==> src/design/flash_status_pkg.sv <==
// constants for the flash write-status polling controller
package flash_status_pkg;
  localparam int DATA_W = 16;
  localparam int ADDR_W = 24;
  // status bit positions on the data bus
  localparam int POLL_POS = 7;
  localparam int TOG1_POS = 6;
  localparam int TIMEOUT_POS = 5;
  localparam int WINDOW_POS = 3;
  localparam int TOG2_POS = 2;
  localparam int ABORT_POS = 1;
  // bus cycle phase lengths in clocks minus one
  localparam logic [3:0] ACCESS_CYC = 4'hA;
  localparam logic [3:0] RECOVER_CYC = 4'h2;
  // reset command word driven to the device on timeout failure
  localparam logic [15:0] RESET_CMD = 16'h00F0;
  // result codes
  localparam logic [1:0] RES_OK = 2'h0;
  localparam logic [1:0] RES_FAIL = 2'h1;
  localparam logic [1:0] RES_ABORT = 2'h2;
  typedef enum logic [1:0] {MODE_TOGGLE, MODE_POLL} mode_t;
endpackage : flash_status_pkg

==> src/design/flash_status_poller.sv <==
// host-side controller polling flash write status after program or erase
// Function
// program polling bit inverted until done
// protected program shows busy briefly
// erase polling bit reads zero until done
// all-protected erase busy then array read
// partly protected erase skips protected sectors
// host reads programmed or erased address
// host trusts data only on following read
// first toggle bit inverts per read while busy
// reads strobed by output strobe or select
// erase suspend stops first toggle bit
// protected program toggles about two microseconds
// second toggle bit flips in erased sectors
// toggle status valid after command ends
// timeout flag rises past timing limit
// buffer abort flag rises on abort
// buffered write polls last loaded address
// host compares toggle bit across two reads
// timeout with toggling means fail, reset
// leaving polling restarts whole check
// erase window flag high once erase runs
// ready busy low during embedded operation
// non-suspended sectors return array data
`timescale 1ns/1ps
module flash_status_poller
  #(parameter int AW = flash_status_pkg::ADDR_W,
    parameter int DW = flash_status_pkg::DATA_W)
  (input wire logic clk,
   input wire logic arst_n,
   input wire logic start,
   input wire flash_status_pkg::mode_t mode,
   input wire logic [AW-1:0] pollAddr,
   input wire logic [7:0] expectData,
   input wire logic abandon,
   output logic busy,
   output logic done,
   output logic [1:0] result,
   output logic eraseWindow,
   output logic [AW-1:0] flashAddr,
   output logic ceN,
   output logic oeN,
   output logic weN,
   input wire logic [DW-1:0] dqIn,
   output logic [DW-1:0] dqOut,
   output logic dqOe,
   input wire logic readyBusyN);

  typedef enum logic [2:0] {IDLE, RD, GAP, EVAL, WR, WRGAP} state_t;
  state_t state_q, state_d;
  logic [3:0] cnt_q, cnt_d;                  // phase counter
  logic [DW-1:0] last_q, last_d;             // previous status word
  logic first_q, first_d;                    // no earlier read yet
  logic sawTo_q, sawTo_d;                    // timeout seen, recheck pending
  logic verify_q, verify_d;                  // one more read for true data
  logic [1:0] res_q, res_d;
  logic done_q, done_d;
  logic win_q, win_d;
  logic [AW-1:0] addr_q, addr_d;
  flash_status_pkg::mode_t mode_q, mode_d;
  logic [DW-1:0] dq_q;                       // read sample
  logic [DW-1:0] cur;

  // the first toggle bit moved between two reads
  function automatic logic toggled(input logic [DW-1:0] a, input logic [DW-1:0] b);
    toggled = a[flash_status_pkg::TOG1_POS] != b[flash_status_pkg::TOG1_POS];
  endfunction : toggled

  assign cur = dq_q;

  // sequencing of reads and decisions
  always_comb
  begin
    state_d = state_q;
    cnt_d = cnt_q;
    last_d = last_q;
    first_d = first_q;
    sawTo_d = sawTo_q;
    verify_d = verify_q;
    res_d = res_q;
    done_d = 1'b0;
    win_d = win_q;
    addr_d = addr_q;
    mode_d = mode_q;
    unique case (state_q)
      IDLE:
      begin
        if (start)
        begin
          addr_d = pollAddr;
          mode_d = mode;
          first_d = 1'b1;
          sawTo_d = 1'b0;
          verify_d = 1'b0;
          cnt_d = flash_status_pkg::ACCESS_CYC;
          state_d = RD;
        end
      end
      RD:
      begin
        // one read cycle under select plus output strobe
        if (cnt_q == 4'h0)
        begin
          cnt_d = flash_status_pkg::RECOVER_CYC;
          state_d = GAP;
        end
        else
          cnt_d = cnt_q - 4'h1;
      end
      GAP:
      begin
        // strobes high between reads so each read is a new cycle
        if (cnt_q == 4'h0)
          state_d = EVAL;
        else
          cnt_d = cnt_q - 4'h1;
      end
      EVAL:
      begin
        win_d = cur[flash_status_pkg::WINDOW_POS];
        last_d = cur;
        first_d = 1'b0;
        cnt_d = flash_status_pkg::ACCESS_CYC;
        state_d = RD;
        if (abandon)
        begin
          // leaving means a fresh start next time
          res_d = flash_status_pkg::RES_FAIL;
          done_d = 1'b1;
          state_d = IDLE;
        end
        else if (verify_q)
        begin
          // data valid only on the read after completion
          res_d = (cur[7:0] == expectData) ? flash_status_pkg::RES_OK
                                           : flash_status_pkg::RES_FAIL;
          done_d = 1'b1;
          state_d = IDLE;
        end
        else if (first_q)
          state_d = RD;
        else if (mode_q == flash_status_pkg::MODE_POLL &&
                 cur[flash_status_pkg::POLL_POS] == expectData[flash_status_pkg::POLL_POS])
          verify_d = 1'b1;
        else if (mode_q == flash_status_pkg::MODE_TOGGLE && !toggled(cur, last_q))
          verify_d = 1'b1;
        else if (cur[flash_status_pkg::ABORT_POS])
        begin
          res_d = flash_status_pkg::RES_ABORT;
          done_d = 1'b1;
          state_d = IDLE;
        end
        else if (sawTo_q)
        begin
          cnt_d = flash_status_pkg::ACCESS_CYC;
          res_d = flash_status_pkg::RES_FAIL;
          state_d = WR;
        end
        else if (cur[flash_status_pkg::TIMEOUT_POS])
          sawTo_d = 1'b1;
      end
      WR:
      begin
        // reset command write to return device to array read
        if (cnt_q == 4'h0)
        begin
          cnt_d = flash_status_pkg::RECOVER_CYC;
          state_d = WRGAP;
        end
        else
          cnt_d = cnt_q - 4'h1;
      end
      WRGAP:
      begin
        if (cnt_q == 4'h0)
        begin
          done_d = 1'b1;
          state_d = IDLE;
        end
        else
          cnt_d = cnt_q - 4'h1;
      end
      default:
        state_d = IDLE;
    endcase
  end

  // state registers
  always_ff @(posedge clk or negedge arst_n)
  begin
    if (!arst_n)
    begin
      state_q <= IDLE;
      cnt_q <= 4'h0;
      last_q <= '0;
      first_q <= 1'b1;
      sawTo_q <= 1'b0;
      verify_q <= 1'b0;
      res_q <= flash_status_pkg::RES_OK;
      done_q <= 1'b0;
      win_q <= 1'b0;
      addr_q <= '0;
      mode_q <= flash_status_pkg::MODE_TOGGLE;
    end
    else
    begin
      state_q <= state_d;
      cnt_q <= cnt_d;
      last_q <= last_d;
      first_q <= first_d;
      sawTo_q <= sawTo_d;
      verify_q <= verify_d;
      res_q <= res_d;
      done_q <= done_d;
      win_q <= win_d;
      addr_q <= addr_d;
      mode_q <= mode_d;
    end
  end

  // pin drive, all registered; sample taken at end of access
  logic ceN_d, oeN_d, weN_d, dqOe_d, busy_d;
  logic [DW-1:0] dq_d;
  always_comb
  begin
    ceN_d = !(state_d == RD || state_d == WR);
    oeN_d = !(state_d == RD);
    weN_d = !(state_d == WR);
    dqOe_d = (state_d == WR);
    busy_d = (state_d != IDLE);
    dq_d = (state_q == RD && cnt_q == 4'h0) ? dqIn : dq_q;
  end

  always_ff @(posedge clk or negedge arst_n)
  begin
    if (!arst_n)
    begin
      ceN <= 1'b1;
      oeN <= 1'b1;
      weN <= 1'b1;
      dqOe <= 1'b0;
      busy <= 1'b0;
      dq_q <= '0;
    end
    else
    begin
      ceN <= ceN_d;
      oeN <= oeN_d;
      weN <= weN_d;
      dqOe <= dqOe_d;
      busy <= busy_d;
      dq_q <= dq_d;
    end
  end

  assign flashAddr = addr_q;
  assign dqOut = flash_status_pkg::RESET_CMD[DW-1:0];
  assign done = done_q;
  assign result = res_q;
  assign eraseWindow = win_q;

  // strobes never both low
  a_strobe_excl: assert property (@(posedge clk) disable iff (!arst_n)
    !(!oeN && !weN)) else $error("read and write strobes together");
  // a finish always follows a busy period
  a_done_busy: assert property (@(posedge clk) disable iff (!arst_n)
    done |-> $past(busy)) else $error("done without busy");
  // abort result only when abort bit seen
  a_abort_flag: assert property (@(posedge clk) disable iff (!arst_n)
    (done && result == flash_status_pkg::RES_ABORT) |->
      last_q[flash_status_pkg::ABORT_POS]) else $error("abort without flag");
  // reset write follows a recheck after timeout
  a_reset_write: assert property (@(posedge clk) disable iff (!arst_n)
    $fell(weN) |-> $past(sawTo_q, 2)) else $error("reset write without timeout");
  // read strobe stays low at least eight clocks
  a_read_len: assert property (@(posedge clk) disable iff (!arst_n)
    $fell(oeN) |-> !oeN [*8]) else $error("read strobe too short");
  // strobes rise between reads
  a_read_gap: assert property (@(posedge clk) disable iff (!arst_n)
    $rose(oeN) |-> oeN [*2]) else $error("no gap between reads");
  // driving data only while writing
  a_drive_write: assert property (@(posedge clk) disable iff (!arst_n)
    dqOe |-> !weN) else $error("bus driven outside write");
  // select low whenever a strobe is low
  a_select_low: assert property (@(posedge clk) disable iff (!arst_n)
    (!oeN || !weN) |-> !ceN) else $error("strobe without select");
endmodule : flash_status_poller

==> config.mk <==
export PLATFORM = sky130hd
export DESIGN_NAME = flash_status_poller
export DESIGN_NICKNAME = d
export VERILOG_FILES = /design/src/design/flash_status_pkg.sv /design/src/design/flash_status_poller.sv
export SDC_FILE = /design/constraint.sdc
export NUM_CORES = 1
export LEC_CHECK = 0
export ABC_AREA = 1
export BUFFER_PORTS_ARGS = -buffer_cell sky130_fd_sc_hd__buf_2
export CAP_MARGIN = 20
export CORE_MARGIN = 2
export CORE_UTILIZATION = 35
export DETAILED_ROUTE_END_ITERATION = 8
export GPL_TIMING_DRIVEN = 1
export REMOVE_ABC_BUFFERS = 1
export SLEW_MARGIN = 20
export SYNTH_ARGS = -nofsm -noshare
export SYNTH_HDL_FRONTEND = slang
export SYNTH_SLANG_ARGS = --single-unit
==> constraint.sdc <==
create_clock -name clk -period 2.5 [get_ports clk]
set_input_delay 0.375 -clock clk [delete_from_list [all_inputs] [get_ports clk]]
set_output_delay 0.375 -clock clk [all_outputs]
set_load 0.02 [all_outputs]
==> qor.yml <==
irDropWorstVdd_mv: 0.457
timing.setup.tns_ns: 0
power.density_nw_per_um2: 1090
track_usage_pct: 13.9
arrival_ns: 2.05
drive_gt1_share_pct: 29.8
mostFrequentLayoutCell: "nand2_1"
drv_slew: 0
ys_seq_area_share_pct: 52.4
power_frac_clock_pct: 17.8
dr.first_iter.drc_count: 69
dp.cells: 483
grt_overflow: 0
pre_cts_ws_ns: 0.660
insertion_delay_ns: 0.32
synthCells: 311
path_buf_inv: 3
core-area_sq_um: 7210
final.setup_skew_ns: 0.00985
ios: 104
synth.distinct_cells: 30
worst_pin_slew_ns: 0.589
final_cells: 491
period_needed_ns: 1.83
fill_cells: 783
fmax_mhz: 546
slowest_stage: "nor2_2"
internal-power_mw: 1.99
path_max_fanout: 14
io_buffer_count: 78
required_ns: 2.72
initial_core_util_pct: 35.8
cts_buffers: 5
routedWlPerCell_um: 10.8
crit_path_end_kind: "flip-flop"
period_share_pct: 73.2
hold_class: "in2async"
post_cts_resized: 0
relSlewSlack_pct: 60.7
start_kind: "flip-flop"
fp-row-count: 31
cts_hold_buf: 0
dr.pass1.iters: 4
nets: 447
cts_buffer_depth: 2
pwr-share-seq_pct: 41.6
num_antenna_cells: 0
max_stage_delay_ns: 0.51
critPathTopFamily: "simple AND/OR/NAND/NOR gates"
hold_violations: 0
postCtsSetupRepairBufs: 0
grt_pass1_vias: 2127
max_cap_violations: 0
setup_viol: 0
status: "complete, no violations"
syn_area_per_cell_sq_um: 8.32
p_leak_nw: 1.76
rsz0062_at_grt: "no"
clkSinkCount: 54
areaGrowthSynthToFinish_pct: 21.0
num_vias: 2118
hpwl_mm: 4.01
dieArea_sq_um: 8090
antenna_found_initial: 0
die_w_um: 90.0
r2r_slack_ns: 0.67
grt_max_degree: 28
grt_pass1_wl_mm: 9.31
drc: 0
path_cells: "inv_1, ha_1, nand2_1, nor2_2, nor2_2, inv_2, nor2_4, nand2_2, inv_2"
globalplace.congestion: 0.803
dieHeight_um: 90.0
clk_pin_slew_ns: 0.10
pwr-share-comb_pct: 40.6
yosys_warnings: 0
rr_startpoint: "cnt_q[0]$_DFFE_PN0P_"
worst_slack_ns: 0.669
layout_common_cells: "nand2_1 (128), buf_2 (78), dfrtp_1 (50)"
drtAntennaViolNets: 0
ff2ff_path_depth: 9
syn-cell-area_sq_um: 2590
r2r-end: "dqOe$_DFF_PN0_"
switching_share_pct: 41.8
worstSetupPathType: "reg2reg"
cts.htree.levels: 2
wl_mm: 5.32
cts_tree: "built"
vias_per_cell: 4.31
root_buffer: "clkbuf_8"
synth_seq_cells: 54
p_sw_mw: 1.43
## area by class of cell
cell class	instances	area (sq um)	area share [%]
multi-input cells	219	1010	32.2
clock buffers	5	68.8	2.20
repair buffers	81	413	13.2
inverters	30	113	3.60
flip-flops and latches	54	1360	43.3
clock inverters	3	47.5	1.52
well taps	99	124	3.96
## power groups by stage
stage,Combinational (mW),Sequential [mW],Clock (mW)
2_1_floorplan,0.657,1.72,0
3_3_place_gp,1.39,1.43,0
3_5_place_dp,1.42,1.43,0
4_1_cts,1.42,1.43,0.634
5_1_grt,1.56,1.47,0.661
6_report,1.39,1.42,0.611
## flip-flops by register name, summed over array words and instances (netlist names)
register,flops
flashAddr,24
cur,8
cnt_q,4
state_q,3
last_q,2
mode_q,2
result,2
busy,1
ceN,1
done,1
dqOe,1
first_q,1
oeN,1
sawTo_q,1
verify_q,1
weN,1
## per-layer routing
metal	up-vias	wire length (um)	track usage, %
met3	7	417	4.53
met1	954	2440	16.8
li1	1090	-	-
met4	0	91	5.26
met5	-	0	0
met2	67	2380	23.2
## worst max-delay path by stage
stage                              start                  end  slack [ns]  cells past startpoint
finish              cnt_q[0]$_DFFE_PN0P_       dqOe$_DFF_PN0_        0.67                      9
detailed placement  cnt_q[0]$_DFFE_PN0P_       dqOe$_DFF_PN0_        0.66                      9
global placement    cnt_q[0]$_DFFE_PN0P_       dqOe$_DFF_PN0_        0.70                      9
floorplan           state_q[1]$_DFF_PN0_  sawTo_q$_DFFE_PN0P_        0.85                      6
CTS                 cnt_q[0]$_DFFE_PN0P_       dqOe$_DFF_PN0_        0.64                      9
global route        cnt_q[0]$_DFFE_PN0P_       dqOe$_DFF_PN0_        0.45                      9
## through the flow
step | power (mW) | area (sq um) | hold slack (ns) | util (%)
floorplan | 2.38 | 2480 | 0.0794 | -
global placement | 2.82 | 3010 | 0.403 | 41.8
detailed placement | 2.85 | 3010 | 0.407 | 41.8
CTS | 3.48 | 3130 | 0.0584 | 43.4
global route | 3.69 | 3130 | 0.0779 | 43.4
finish | 3.43 | 3130 | 0.0371 | 43.4
## worst register-to-register path: stages, from the launching register on
cell	delay, ns
dfrtp_1	0.37
inv_1	0.14
ha_1	0.21
nand2_1	0.15
nor2_2	0.52
nor2_2	0.11
inv_2	0.11
nor2_4	0.04
nand2_2	0.06
inv_2	0.03
## cell families (layout without fill, tap and decap cells)
group | Yosys count | count (layout) | synth area share, %
AND/OR/NAND/NOR | 172 | 172 | 28.4
flip-flops | 54 | 54 | 52.4
buffers and inverters | 52 | 119 | 10.6
AO/OA/AOI/OAI | 25 | 25 | 6.05
XOR/XNOR | 5 | 5 | 1.69
other | 2 | 16 | 0.290
adder cells (fa/ha/maj) | 1 | 1 | 0.484
## Yosys cell counts (all sizes together)
master,n,area [sq um]
xor2,3,26.3
a21oi,6,37.5
dfrtp,50,1250
buf,22,161
a21boi,1,7.51
conb,2,7.51
xnor2,2,17.5
nor2,17,96.3
nand3,20,118
o21a,1,7.51
o21ai,12,63.8
ha,1,12.5
a22oi,2,15.0
inv,30,113
dfstp,4,105
o22ai,2,12.5
a31oi,1,12.5
nor3,2,10.0
nand4,1,6.26
nand2,132,505
Power figures use the tool's default switching activity.
